==> src/design/hcs_regs.svh <==
// register offsets, field positions, codes and timing counts for hcs block
`ifndef HCS_REGS_SVH
`define HCS_REGS_SVH
// wishbone byte offsets
`define HCS_OFF_CMDSTS 8'h00
`define HCS_OFF_INITLEN 8'h04
`define HCS_OFF_OPTIONS 8'h08
`define HCS_OFF_RXBURST 8'h0c
`define HCS_OFF_TXBURST 8'h10
`define HCS_OFF_ABORT 8'h14
`define HCS_OFF_SCBADR 8'h18
`define HCS_OFF_SSBADR 8'h1c
`define HCS_OFF_CTRL 8'h20
`define HCS_OFF_STATUS 8'h24
`define HCS_OFF_SSBTYPE 8'h28
`define HCS_OFF_SSBP0 8'h2c
`define HCS_OFF_SSBP1 8'h30
`define HCS_OFF_SSBP2 8'h34
`define HCS_OFF_CMDCODE 8'h38
`define HCS_OFF_PARM0 8'h3c
`define HCS_OFF_PARM1 8'h40
`define HCS_OFF_PTRBASE 8'h80
`define HCS_OFF_BIA0 8'hc0
// command/status register bits
`define HCS_BIT_INT_ADAPTER 0
`define HCS_BIT_SSB_RELEASE 2
`define HCS_BIT_SCB_REQ 4
`define HCS_BIT_EXECUTE 7
`define HCS_BIT_SYS_INT 8
`define HCS_BIT_ERROR 9
`define HCS_BIT_INIT 10
`define HCS_BIT_TEST 11
`define HCS_ERR_LSB 12
// initialization facts
`define HCS_INIT_BYTES 16'h0016
`define HCS_OPT_RSVD_MASK 16'hfd01
`define HCS_OPT_RSVD_ONE 16'h0001
// dummy address copy marker
`define HCS_BIA_BAD 16'hffff
// pointer table base in adapter memory
`define HCS_PTR_BASE 20'h10a00
// dma timeout: 11 s at 100 MHz
`define HCS_DMA_TIMEOUT_S 11
`define HCS_CLK_HZ 100000000
// memory first region in bytes
`define HCS_FIRST_RAM_BYTES 32'h00020000
// reset value for command/status register
`define HCS_CMDSTS_RST 16'h0000
`endif

==> src/design/hcs_pkg.sv <==
// types for the host command/status handshake block
package hcs_pkg;
    typedef enum logic [3:0] {
        HCS_ERR_NONE = 4'h0,
        HCS_ERR_LEN = 4'h1,
        HCS_ERR_OPT = 4'h2,
        HCS_ERR_RXB = 4'h3,
        HCS_ERR_TXB = 4'h4,
        HCS_ERR_ABT = 4'h5,
        HCS_ERR_SCB = 4'h6,
        HCS_ERR_SSB = 4'h7,
        HCS_ERR_DIOPAR = 4'h8,
        HCS_ERR_TMO = 4'h9,
        HCS_ERR_DMAPAR = 4'ha,
        HCS_ERR_BUS = 4'hb,
        HCS_ERR_DATA = 4'hc,
        HCS_ERR_CHECK = 4'hd
    } hcs_err_t;
    typedef enum logic [15:0] {
        HCS_ST_RING = 16'h0001,
        HCS_ST_REJ = 16'h0002,
        HCS_ST_CMD = 16'h0004,
        HCS_ST_XMIT = 16'h0008,
        HCS_ST_RCV = 16'h0010
    } hcs_stype_t;
    typedef struct packed {
        logic valid;
        logic we;
        logic [31:0] addr;
        logic [15:0] data;
    } hcs_dma_req_t;
    typedef struct packed {
        logic done;
        logic parity_err;
        logic bus_err;
        logic [15:0] data;
    } hcs_dma_rsp_t;
endpackage : hcs_pkg

==> src/design/hcs_core.sv <==
// host command/status handshake: init checks, command fetch, status post
`timescale 1ns/1ns
`include "hcs_regs.svh"
module hcs_core #(
    parameter int unsigned DMA_TIMEOUT_CYC =
        `HCS_DMA_TIMEOUT_S * `HCS_CLK_HZ,
    parameter int unsigned RAM_KB = 16'd512
) (
    // clock and reset
    input wire logic clk_i,
    input wire logic rst_i,
    // wishbone slave
    input wire logic cyc_i,
    input wire logic stb_i,
    input wire logic we_i,
    input wire logic [7:0] adr_i,
    input wire logic [3:0] sel_i,
    input wire logic [31:0] dat_i,
    output logic [31:0] dat_o,
    output logic ack_o,
    // host memory dma
    output hcs_pkg::hcs_dma_req_t dma_req_o,
    input wire hcs_pkg::hcs_dma_rsp_t dma_rsp_i,
    // external fault and self-test inputs
    input wire logic dio_parity_err_i,
    input wire logic hw_fault_i,
    input wire logic mem_fault_i,
    input wire logic llc_present_i,
    input wire logic [15:0] bia_word_i,
    // host interrupt and adapter check
    output logic host_int_o,
    output logic adapter_check_o
);
    import hcs_pkg::*;

    typedef enum {
        ST_SELFTEST, ST_UPPER, ST_IDLE, ST_INITCHK, ST_TESTDMA, ST_READY,
        ST_FETCH, ST_CLRCMD, ST_POST, ST_CHECK
    } hcs_state_t;

    hcs_state_t state_reg;
    logic [15:0] cmdsts_reg, initlen_reg, opt_reg, rxb_reg, txb_reg, abt_reg;
    logic [31:0] scb_reg, ssb_reg;
    logic [15:0] ctrl_reg;
    logic [15:0] stype_reg, sp0_reg, sp1_reg, sp2_reg;
    logic [15:0] cmd_reg, parm0_reg, parm1_reg;
    logic [15:0] ptr_reg [0:7];
    logic [15:0] bia_reg;
    logic [2:0] word_reg;
    logic [31:0] tmo_reg;
    logic [7:0] retry_reg;
    logic ssb_busy_reg, post_req_reg, tx_busy_reg, rx_busy_reg, oth_busy_reg;
    logic [15:0] bia_sum_reg;
    logic [1:0] dio_sync_reg, hw_sync_reg, mem_sync_reg;
    logic wb_hit, wb_wr;

    assign wb_hit = cyc_i && stb_i && !ack_o;
    assign wb_wr = wb_hit && we_i;

    // first-rank then second-rank flops; only second rank is read
    // unreset so a fault held through reset meets the first self test
    always_ff @(posedge clk_i) begin
        dio_sync_reg <= {dio_sync_reg[0], dio_parity_err_i};
        hw_sync_reg <= {hw_sync_reg[0], hw_fault_i};
        mem_sync_reg <= {mem_sync_reg[0], mem_fault_i};
    end

    function automatic logic [15:0] merge16(input logic [15:0] old,
                                            input logic [31:0] d,
                                            input logic [3:0] s);
        merge16 = {s[1] ? d[15:8] : old[15:8], s[0] ? d[7:0] : old[7:0]};
    endfunction : merge16

    // error code checks, first failing check wins
    function automatic hcs_err_t init_check(input logic [15:0] len,
        input logic [15:0] opt, input logic llc, input logic [15:0] rxb,
        input logic [15:0] txb, input logic [15:0] abt,
        input logic [31:0] command_block, input logic [31:0] status_block);
        if (len != `HCS_INIT_BYTES)
            init_check = HCS_ERR_LEN;
        else if (opt[1] != opt[2] ||
                 (opt & `HCS_OPT_RSVD_MASK) != `HCS_OPT_RSVD_ONE ||
                 (opt[9] && !llc))
            init_check = HCS_ERR_OPT;
        // odd burst sizes, zero threshold, odd addresses
        else if (rxb[0])
            init_check = HCS_ERR_RXB;
        else if (txb[0])
            init_check = HCS_ERR_TXB;
        else if (abt == 16'h0000)
            init_check = HCS_ERR_ABT;
        else if (command_block[0])
            init_check = HCS_ERR_SCB;
        else if (status_block[0])
            init_check = HCS_ERR_SSB;
        else
            init_check = HCS_ERR_NONE;
    endfunction : init_check

    // wishbone ack, one cycle after request
    always_ff @(posedge clk_i) begin
        if (rst_i)
            ack_o <= 1'b0;
        else
            ack_o <= wb_hit;
    end

    always_ff @(posedge clk_i) begin
        if (rst_i) begin
            dat_o <= 32'h0;
        end else if (wb_hit && !we_i) begin
            if (adr_i[7:5] == 3'h4)
                dat_o <= {16'h0, ptr_reg[adr_i[4:2]]};
            else begin
                case (adr_i)
                    `HCS_OFF_CMDSTS: dat_o <= {16'h0, cmdsts_reg};
                    `HCS_OFF_INITLEN: dat_o <= {16'h0, initlen_reg};
                    `HCS_OFF_OPTIONS: dat_o <= {16'h0, opt_reg};
                    `HCS_OFF_RXBURST: dat_o <= {16'h0, rxb_reg};
                    `HCS_OFF_TXBURST: dat_o <= {16'h0, txb_reg};
                    `HCS_OFF_ABORT: dat_o <= {16'h0, abt_reg};
                    `HCS_OFF_SCBADR: dat_o <= scb_reg;
                    `HCS_OFF_SSBADR: dat_o <= ssb_reg;
                    `HCS_OFF_CTRL: dat_o <= {16'h0, ctrl_reg};
                    `HCS_OFF_STATUS: dat_o <= {27'h0, oth_busy_reg,
                        rx_busy_reg, tx_busy_reg, ssb_busy_reg,
                        state_reg == ST_CHECK};
                    `HCS_OFF_CMDCODE: dat_o <= {16'h0, cmd_reg};
                    `HCS_OFF_PARM0: dat_o <= {16'h0, parm0_reg};
                    `HCS_OFF_PARM1: dat_o <= {16'h0, parm1_reg};
                    `HCS_OFF_BIA0: dat_o <= {16'h0, bia_reg};
                    default: dat_o <= 32'h0;
                endcase
            end
        end
    end

    // software-written config registers
    always_ff @(posedge clk_i) begin
        if (rst_i) begin
            initlen_reg <= 16'h0;
            opt_reg <= 16'h0;
            rxb_reg <= 16'h0;
            txb_reg <= 16'h0;
            abt_reg <= 16'h0;
            scb_reg <= 32'h0;
            ssb_reg <= 32'h0;
            ctrl_reg <= 16'h0;
            stype_reg <= 16'h0;
            sp0_reg <= 16'h0;
            sp1_reg <= 16'h0;
            sp2_reg <= 16'h0;
        end else if (wb_wr) begin
            case (adr_i)
                `HCS_OFF_INITLEN: initlen_reg <= merge16(initlen_reg,
                                                         dat_i, sel_i);
                `HCS_OFF_OPTIONS: opt_reg <= merge16(opt_reg, dat_i, sel_i);
                `HCS_OFF_RXBURST: rxb_reg <= merge16(rxb_reg, dat_i, sel_i);
                `HCS_OFF_TXBURST: txb_reg <= merge16(txb_reg, dat_i, sel_i);
                `HCS_OFF_ABORT: abt_reg <= merge16(abt_reg, dat_i, sel_i);
                `HCS_OFF_SCBADR: scb_reg <= dat_i;
                `HCS_OFF_SSBADR: ssb_reg <= dat_i;
                `HCS_OFF_CTRL: ctrl_reg <= merge16(ctrl_reg, dat_i, sel_i);
                `HCS_OFF_SSBTYPE: stype_reg <= merge16(stype_reg, dat_i, sel_i);
                `HCS_OFF_SSBP0: sp0_reg <= merge16(sp0_reg, dat_i, sel_i);
                `HCS_OFF_SSBP1: sp1_reg <= merge16(sp1_reg, dat_i, sel_i);
                `HCS_OFF_SSBP2: sp2_reg <= merge16(sp2_reg, dat_i, sel_i);
                default: ;
            endcase
        end
    end

    logic cmd_wr, status_post, exec_req, release_req, ack_int;
    logic [15:0] cmd_d;
    assign cmd_wr = wb_wr && adr_i == `HCS_OFF_CMDSTS;
    assign cmd_d = merge16(cmdsts_reg, dat_i, sel_i);
    // command needs interrupt-adapter and execute together
    assign exec_req = cmd_wr && cmd_d[`HCS_BIT_INT_ADAPTER] &&
                      cmd_d[`HCS_BIT_EXECUTE];
    // release needs interrupt-adapter and release bit
    assign release_req = cmd_wr && cmd_d[`HCS_BIT_INT_ADAPTER] &&
                         cmd_d[`HCS_BIT_SSB_RELEASE];
    assign ack_int = cmd_wr && !cmd_d[`HCS_BIT_SYS_INT];
    // ctrl bit 0 lets software queue a status block
    assign status_post = wb_wr && adr_i == `HCS_OFF_CTRL && dat_i[0];

    logic scb_req_reg, set_int;
    // interrupt at end of code clear if the scb request bit was set, or of status post if ctrl bit 1 is set
    assign set_int = dma_rsp_i.done &&
        ((state_reg == ST_CLRCMD && scb_req_reg) ||
         (state_reg == ST_POST && word_reg == 3'h3 && ctrl_reg[1]));
    hcs_err_t err_code;
    assign err_code = init_check(initlen_reg, opt_reg, llc_present_i,
        rxb_reg, txb_reg, abt_reg, scb_reg, ssb_reg);

    always_ff @(posedge clk_i) begin
        if (rst_i) begin
            state_reg <= ST_SELFTEST;
            cmdsts_reg <= `HCS_CMDSTS_RST;
            word_reg <= 3'h0;
            tmo_reg <= 32'h0;
            retry_reg <= 8'h0;
            ssb_busy_reg <= 1'b0;
            post_req_reg <= 1'b0;
            scb_req_reg <= 1'b0;
            host_int_o <= 1'b0;
            adapter_check_o <= 1'b0;
            dma_req_o <= '0;
            cmd_reg <= 16'h0;
            parm0_reg <= 16'h0;
            parm1_reg <= 16'h0;
            tx_busy_reg <= 1'b0;
            rx_busy_reg <= 1'b0;
            oth_busy_reg <= 1'b0;
            bia_reg <= 16'h0;
            bia_sum_reg <= 16'h0;
        end else begin
            if (status_post)
                post_req_reg <= 1'b1;
            if (release_req)
                ssb_busy_reg <= 1'b0;
            // ctrl bits 2..4 end transmit, receive, other commands
            if (wb_wr && adr_i == `HCS_OFF_CTRL) begin
                if (dat_i[2]) tx_busy_reg <= 1'b0;
                if (dat_i[3]) rx_busy_reg <= 1'b0;
                if (dat_i[4]) oth_busy_reg <= 1'b0;
            end
            case (state_reg)
                // first 128K tested before the rest
                ST_SELFTEST: begin
                    cmdsts_reg[`HCS_BIT_TEST] <= 1'b1;
                    bia_sum_reg <= bia_word_i;
                    if (mem_sync_reg[1])
                        state_reg <= ST_CHECK;
                    else
                        state_reg <= ST_UPPER;
                end
                // upper memory sized, tested, then pooled
                ST_UPPER: begin
                    cmdsts_reg[`HCS_BIT_TEST] <= 1'b0;
                    bia_reg <= (bia_sum_reg == 16'h0) ? `HCS_BIA_BAD
                                                       : bia_sum_reg;
                    if (mem_sync_reg[1])
                        state_reg <= ST_CHECK;
                    else
                        state_reg <= ST_IDLE;
                end
                ST_IDLE: begin
                    if (exec_req) begin
                        cmdsts_reg[`HCS_BIT_INIT] <= 1'b1;
                        state_reg <= ST_INITCHK;
                    end
                end
                ST_INITCHK: begin
                    if (dio_sync_reg[1]) begin
                        cmdsts_reg[15:12] <= HCS_ERR_DIOPAR;
                        cmdsts_reg[`HCS_BIT_ERROR] <= 1'b1;
                        state_reg <= ST_CHECK;
                    end else if (err_code != HCS_ERR_NONE) begin
                        cmdsts_reg[15:12] <= err_code;
                        cmdsts_reg[`HCS_BIT_ERROR] <= 1'b1;
                        state_reg <= ST_CHECK;
                    end else begin
                        dma_req_o <= '{1'b1, 1'b0, scb_reg, 16'h0};
                        tmo_reg <= 32'h0;
                        retry_reg <= 8'h0;
                        state_reg <= ST_TESTDMA;
                    end
                end
                ST_TESTDMA: begin
                    tmo_reg <= tmo_reg + 32'h1;
                    if (tmo_reg >= DMA_TIMEOUT_CYC - 1) begin
                        cmdsts_reg[15:12] <= HCS_ERR_TMO;
                        cmdsts_reg[`HCS_BIT_ERROR] <= 1'b1;
                        dma_req_o.valid <= 1'b0;
                        state_reg <= ST_CHECK;
                    end else if (hw_sync_reg[1]) begin
                        cmdsts_reg[15:12] <= HCS_ERR_CHECK;
                        cmdsts_reg[`HCS_BIT_ERROR] <= 1'b1;
                        state_reg <= ST_CHECK;
                    end else if (dma_rsp_i.done) begin
                        if (dma_rsp_i.parity_err || dma_rsp_i.bus_err) begin
                            retry_reg <= retry_reg + 8'h1;
                            if (retry_reg + 8'h1 >= (dma_rsp_i.bus_err ?
                                abt_reg[15:8] : abt_reg[7:0])) begin
                                cmdsts_reg[15:12] <= dma_rsp_i.bus_err ?
                                    HCS_ERR_BUS : HCS_ERR_DMAPAR;
                                cmdsts_reg[`HCS_BIT_ERROR] <= 1'b1;
                                dma_req_o.valid <= 1'b0;
                                state_reg <= ST_CHECK;
                            end
                        end else if (dma_rsp_i.data != 16'h0) begin
                            // compare failure, block reads back zero
                            cmdsts_reg[15:12] <= HCS_ERR_DATA;
                            cmdsts_reg[`HCS_BIT_ERROR] <= 1'b1;
                            dma_req_o.valid <= 1'b0;
                            state_reg <= ST_CHECK;
                        end else begin
                            dma_req_o.valid <= 1'b0;
                            cmdsts_reg[`HCS_BIT_INIT] <= 1'b0;
                            state_reg <= ST_READY;
                        end
                    end
                end
                ST_READY: begin
                    // post status when block is free, gate
                    if (post_req_reg && !ssb_busy_reg) begin
                        word_reg <= 3'h0;
                        dma_req_o <= '{1'b1, 1'b1, ssb_reg, stype_reg};
                        post_req_reg <= 1'b0;
                        state_reg <= ST_POST;
                    end else if (exec_req) begin
                        // fetch begins at the block address
                        scb_req_reg <= cmd_d[`HCS_BIT_SCB_REQ];
                        word_reg <= 3'h0;
                        dma_req_o <= '{1'b1, 1'b0, scb_reg, 16'h0};
                        state_reg <= ST_FETCH;
                    end
                end
                ST_FETCH: begin
                    if (dma_rsp_i.done) begin
                        case (word_reg)
                            3'h0: cmd_reg <= dma_rsp_i.data;
                            3'h1: parm0_reg <= dma_rsp_i.data;
                            default: parm1_reg <= dma_rsp_i.data;
                        endcase
                        if (word_reg == 3'h2) begin
                            // zero the code field in host memory
                            dma_req_o <= '{1'b1, 1'b1, scb_reg, 16'h0};
                            state_reg <= ST_CLRCMD;
                        end else begin
                            word_reg <= word_reg + 3'h1;
                            dma_req_o.addr <= dma_req_o.addr + 32'h2;
                        end
                    end
                end
                ST_CLRCMD: begin
                    if (dma_rsp_i.done) begin
                        dma_req_o.valid <= 1'b0;
                        // one transmit, one receive, one other
                        if (ctrl_reg[15:14] == 2'h1 && !tx_busy_reg)
                            tx_busy_reg <= 1'b1;
                        else if (ctrl_reg[15:14] == 2'h2 && !rx_busy_reg)
                            rx_busy_reg <= 1'b1;
                        else if (ctrl_reg[15:14] == 2'h0 && !oth_busy_reg)
                            oth_busy_reg <= 1'b1;
                        state_reg <= ST_READY;
                    end
                end
                ST_POST: begin
                    if (dma_rsp_i.done) begin
                        if (word_reg == 3'h3) begin
                            dma_req_o.valid <= 1'b0;
                            ssb_busy_reg <= 1'b1;
                            state_reg <= ST_READY;
                        end else begin
                            word_reg <= word_reg + 3'h1;
                            dma_req_o.addr <= dma_req_o.addr + 32'h2;
                            case (word_reg)
                                3'h0: dma_req_o.data <= sp0_reg;
                                3'h1: dma_req_o.data <= sp1_reg;
                                default: dma_req_o.data <= sp2_reg;
                            endcase
                        end
                    end
                end
                ST_CHECK: begin
                    adapter_check_o <= 1'b1;
                    dma_req_o.valid <= 1'b0;
                end
                default: state_reg <= ST_IDLE;
            endcase
            // host ack clears, but a fresh set wins
            if (set_int) begin
                host_int_o <= 1'b1;
                cmdsts_reg[`HCS_BIT_SYS_INT] <= 1'b1;
            end else if (ack_int) begin
                host_int_o <= 1'b0;
                cmdsts_reg[`HCS_BIT_SYS_INT] <= 1'b0;
            end
        end
    end

    // pointer table; rate word pointer in slot 6
    genvar gi;
    generate
        for (gi = 0; gi < 8; gi++) begin : g_ptr
            always_ff @(posedge clk_i) begin
                if (rst_i)
                    ptr_reg[gi] <= 16'h0;
                else if (gi == 7)
                    ptr_reg[gi] <= 16'(RAM_KB);
                else
                    ptr_reg[gi] <= 16'(32'h0b00 + 32'(gi) * 32'h20);
            end
        end
    endgenerate
endmodule : hcs_core

==> config.mk <==
export PLATFORM = sky130hd
export DESIGN_NAME = hcs_core
export DESIGN_NICKNAME = d
export VERILOG_FILES = /design/src/design/hcs_pkg.sv /design/src/design/hcs_core.sv
export VERILOG_INCLUDE_DIRS = /design/src /design/src/design
export SDC_FILE = /design/constraint.sdc
export NUM_CORES = 1
export LEC_CHECK = 0
export BUFFER_PORTS_ARGS = -buffer_cell sky130_fd_sc_hd__buf_2
export CAP_MARGIN = 40
export CORE_AREA = 8 8 213 266
export CTS_BUF_LIST = sky130_fd_sc_hd__clkbuf_16
export DETAILED_ROUTE_END_ITERATION = 10
export DIE_AREA = 0 0 221 274
export PLACE_DENSITY_LB_ADDON = 0.3
export SKIP_CTS_REPAIR_TIMING = 1
export SLEW_MARGIN = 20
export SYNTH_ARGS = -nofsm -noshare
export SYNTH_HDL_FRONTEND = slang
export SYNTH_SLANG_ARGS = --single-unit
export TNS_END_PERCENT = 30
==> constraint.sdc <==
create_clock -name clk_i -period 3.56 [get_ports clk_i]
set_input_delay 0.534 -clock clk_i [delete_from_list [all_inputs] [get_ports clk_i]]
set_output_delay 0.534 -clock clk_i [all_outputs]
set_load 0.01 [all_outputs]
# [Word-level counts from Yosys, hierarchy flattened]
# Memories as Yosys holds them, arrays and structs flattened.
# Cells that the tools add are included.
[totals] ramBits=48 inputBits=88 mem_count=1 out_inout_bits=85 wordCells=351 regBits=483
[mem_list] memory="ptr_reg" depth=8 width=6 rd=1 rd_ports_with_merged_regs=0 write_ports=8 line_no="hcs_core.sv:47" source="logic [15:0] ptr_reg [0:7];"
[op_classes] mux=135 eq_ne=62 reduce_logical=85 order_cmp=2 n_addsub=4 bitwise_logic=11
[ops] operator="32-bit 2-to-1 mux" n=17
[ops] operator="32-bit case mux with 14 select lines" n=1
[ops] operator="32-bit case mux with 10 select lines" n=1
[ops] operator="50-bit 2-to-1 mux" n=5
[ops] operator="48-bit case mux with 4 select lines" n=1
[ops] operator="32-bit by 3-bit == test with 1-bit output, second input constant" n=4
[ops] operator="32-bit by 4-bit == test with 1-bit output, second input constant" n=3
[ops] operator="48-bit 2-to-1 mux" n=2
[ops] operator="3-bit AND reduction" n=25
[ops] operator="32-bit by 2-bit == test with 1-bit output, second input constant" n=2
[ops] operator="32-bit by 5-bit == test with 1-bit output, second input constant" n=2
[ops] operator="8-bit by 6-bit == test with 1-bit output, second input constant" n=8
[ops] operator="8-bit 2-to-1 mux" n=8
[ops] operator="32-bit case mux with 2 select lines" n=1
[ops] operator="1-bit 2-to-1 mux" n=52
[ops] operator="4-bit 2-to-1 mux" n=13
[ops] operator="6-bit 2-to-1 mux" n=8
[ops] operator="3-bit 2-to-1 mux" n=13
[ops] operator="32-bit by 1-bit adder with 32-bit output, second input constant" n=1
[ops] operator="32-bit by 2-bit adder with 32-bit output, second input constant" n=1
[ops] operator="32-bit by 1-bit == test with 1-bit output, second input constant" n=1
[ops] operator="8-bit by 5-bit == test with 1-bit output, second input constant" n=4
[ops] operator="32-bit by 31-bit greater-or-equal comparator with 1-bit output, second input constant" n=1
[ops] operator="16-bit zero test" n=2
[ops] operator="other kinds (50)" n=123

# [Depth between registers and ports, before layout]
[logic_depth] word_depth=11 ltp_mapped=12 ltp_nobuf=12

# [Least setup slack after synthesis]
# OpenSTA, ideal clock, no wires.
[synth_timing] path_kind="input to register" start="input port dma_rsp_i[16] (netlist name)" end="register state_reg[2]" path_buffers=1 setup_ns=0.095 required_ns=3.465 path_stages=10 slack_ns=0.718 arrival_time_ns=2.746 path_cell_list="buf_2 mux2_2 ha_1 nand2b_1 a211o_1 a211oi_1 nor2_1 o221ai_2 a31oi_1 a221oi_1"
[synth_via] elab_chain_cells=6 elab_cells_between_ends=10 classes_between="order compare: 1; eq/ne: 1; mux: 6; reduce/logical: 2"
[synth_rtl] item="start, declared" line_no="hcs_core.sv:23" source="input wire hcs_pkg::hcs_dma_rsp_t dma_rsp_i,"
[synth_rtl] item="parallel branches: the longest is 6 deep, another holds 8-bit greater-or-equal comparator"
[synth_rtl] item="end signal, assigned" line_no="hcs_core.sv:234" source="state_reg <= ST_CHECK;"
[synth_rtl] item="end signal, assigned" line_no="hcs_core.sv:276" source="state_reg <= ST_CHECK;"
[synth_rtl] item="end signal, assigned" line_no="hcs_core.sv:280" source="state_reg <= ST_CHECK;"
[synth_rtl] item="end, declared" line_no="hcs_core.sv:41" source="hcs_state_t state_reg;"
# Several ways; the timed one is not identified. The select of a mux whose other input is x is not followed.
# A chain may end at the register's enable or synchronous reset.

# [Final worst setup path]
[layout_timing] start="register retry_reg[0]" end="register state_reg[2]"
[layout_via] elab_chain_cells=4
[layout_rtl] item="start, declared" line_no="hcs_core.sv:51" source="logic [7:0] retry_reg;"
[layout_rtl] item="start signal, assigned" line_no="hcs_core.sv:283" source="retry_reg <= retry_reg + 8'h1;"
[layout_rtl] item="8-bit by 1-bit adder with 8-bit output" line_no="hcs_core.sv:284" source="if (retry_reg + 8'h1 >= (dma_rsp_i.bus_err ?"
[layout_rtl] item="8-bit greater-or-equal comparator" line_no="hcs_core.sv:284"
[layout_rtl] item="5-bit inequality test (no line)"
[layout_rtl] item="10-bit AND reduction (no line)"
[layout_rtl] item="end signal, assigned" line_no="hcs_core.sv:280"
[layout_rtl] item="end signal, assigned" line_no="hcs_core.sv:290" source="state_reg <= ST_CHECK;"
[layout_rtl] item="end signal, assigned" line_no="hcs_core.sv:297" source="state_reg <= ST_CHECK;"
# Every way passes these cells.

==> metrics.txt <==
status finished clean; top-level I/O count 173; Largest Register dma_req_o; met3 Use GR 0.0381; Least-Margin Pin Slew 1.08 ns; Layout Nets 2698; FP Rows 94; gr usage total 0.224; DR vias/cell 5.89; Setup crit start retry_reg[0]; hold_sp mem_fault_i; synthesized instance count 2502; Final Cycle Share 0.866; proportion of layout cells with a drive suffix above 1 0.148; Syn Nets 2606; busiest layer in global routing met2; flop2flop setup slack 0.48 ns; WS Path Type flip-flop to flip-flop; Core Footprint 52300 sq um; met2 Use GR 0.367; CTS H-Tree Depth 2; Pleak 8.29 nW; Fin. Hold Viols 0; Slew Limit Headroom 0.277; vias in the first global route 18400; Initial Util 0.395; CP max stage cell a211oi_1; largest net degree at the start of global routing 141; reg2reg path depth 12; max reg flops 50; router iterations before antenna repair 6; CTS root buffer clkbuf_16; Hold EP mem_sync_reg[0]; VDD IR max 0.350 mV; YS warnings 0; RSZ-0062 raised after global routing no; Area Overhead vs Synth 14.8%; Total Neg Setup Slack 0 ns; Final Skew 0.0379 ns; Synth cell types 80; setup ws final 0.476 ns; Hold Path Depth 1; Max Clk Rate 0.324 GHz; Critical Path End Type flip-flop; R2R Path Start retry_reg[0]; DR iter-0 viols 2225; # port buffers 170; via count 19500; Arrival @ worst endpoint 3.59 ns; number of enable flip-flop cells after synthesis 0; gpl congestion 0.924; Post-DP HPWL 51100 um; final global-route overflow total 0; total power 13.1 mW; Req. time, crit path 4.06 ns; Clock Sinks 456; DR WL/cell 21.6 um; Synth top area share 0.442; R2R Path End state_reg[2]; largest cells by area after synthesis dfxtp_1 44%, a21oi_1 7.7%, nand2_1 7.2%; Hold Path Class input port to flip-flop; clk_lat worst skew 0.61 ns; post-synthesis sequential area ratio 0.442; Netlist Area Pre-Place 20700 sq um; Seq cells post-synth 456; synthesized area per cell 8.26 sq um; ys flop type dfxtp_1; power per standard cell area 552 nW/um^2; first-pass GRT wire length 109000 um; CP Max Fanout 8; cells along the critical path and3_1, nand3_1, nor2_1, xor2_1, ha_1, a21oi_1, nand3_1, a211oi_1, nor2_1, o221ai_2, a31oi_1, a221oi_1; Die Height 274 um; CTS tree yes; drc violations 0; die width 221 um; post-layout min period 3.08 ns; Clock Path Buffers 3; Worst-path clk slew 0.06 ns; worst hold slack 0.0414 ns; met1 Use GR 0.278; startpoint types flip-flop; maxcap violations 0; CTS buffer count 47; drt total wl 71400 um; slowest stage delay, CP 0.46 ns; Post-DRT Antenna Nets 0; die area 60600 sq um; fin. max-slew vios 0; Async S/R FF share, synth 0; Final Setup Violations 0; leading area contributor after synthesis dfxtp_1; antenna violations before repair 6; Place WS 0.503 ns
[cells in the mapped netlist (all sizes together) (18+ instances only)]
cell and instances:
a21oi 318, a211oi 32, mux2i 120, and3 18, inv 18, nor3 35
clkbuf 144, buf 59, nand3 146, o21ai 55, nor4 32, dfxtp 456
a22oi 72, a22o 18, and2 19, a221oi 31, a222oi 19, nand2 398
nor2 242
[through the flow]
step / std cells / util / cell area (sq um)
after floorplan: 2502 / - / 20700
final: 3310 / 0.453 / 23700
after global routing: 3308 / 0.453 / 23700
after CTS: 3304 / 0.453 / 23700
after global placement: 3215 / 0.424 / 22200
after detailed placement: 3216 / 0.424 / 22200
[cell usage in the layout (no fill, tap or decap), types with 46 or more instances in the layout]
cell,instances
dfxtp_1,456
nand2_1,398
a21oi_1,317
nor2_1,236
buf_2,169
nand3_1,146
mux2i_1,120
a22oi_1,72
buf_4,72
clkbuf_16,48
o21ai_0,46
[where the power goes]
part,internal [mW],switching (mW)
Combinational,0.792,1.54
Clock,2.82,2.18
Sequential,5.43,0.337
[final cells by class]
cell class | count | area [sq um]
clock inverter | 40 | 335
multi-input combinational | 1825 | 10700
inverter | 18 | 67.6
timing repair buffer | 246 | 1460
fill | 5056 | 28600
clock buffer | 48 | 1200
sequential | 456 | 9130
tap | 672 | 841
antenna | 5 | 12.5
[routing by layer]
metal	part of all wire	up-vias
met4	0.056	4
met5	0.00035	-
met1	0.41	9308
met3	0.070	174
li1	-	9215
met2	0.46	793
[worst max-delay path, delay by kind of cell (launching register included)]
family                   cells  cell delay (ns)
XOR/XNOR                     1             0.26
AO/OA/AOI/OAI                5             1.30
adder cells (fa/ha/maj)      1             0.29
AND/OR/NAND/NOR              5             0.70
flip-flops                   1             0.44
[logic make-up (layout without fill, tap and decap cells)]
kind of cell    count (synthesis)  count (layout)  synth area share
xor+xnor                       23              23           0.00974
flops                         456             456             0.442
other cells                     0               5                 0
fa+ha+maj                      16              16           0.00968
mux                           122             122            0.0592
compound gates                669             669             0.212
buf+inv                       221             352            0.0436
simple gates                  995             995             0.225
[worst max-delay path by stage]
| stage | endpoint | slack (ns) | cells past startpoint |
|---|---|---|---|
| floorplan | state_reg[2] | 0.72 | 10 |
| CTS | state_reg[2] | 0.47 | 12 |
| finish | state_reg[2] | 0.48 | 12 |
| detailed placement | state_reg[2] | 0.50 | 10 |
| global placement | dat_o[15] | 0.52 | 8 |
| global route | state_reg[2] | 0.23 | 12 |
Power figures use the tool's default switching activity.
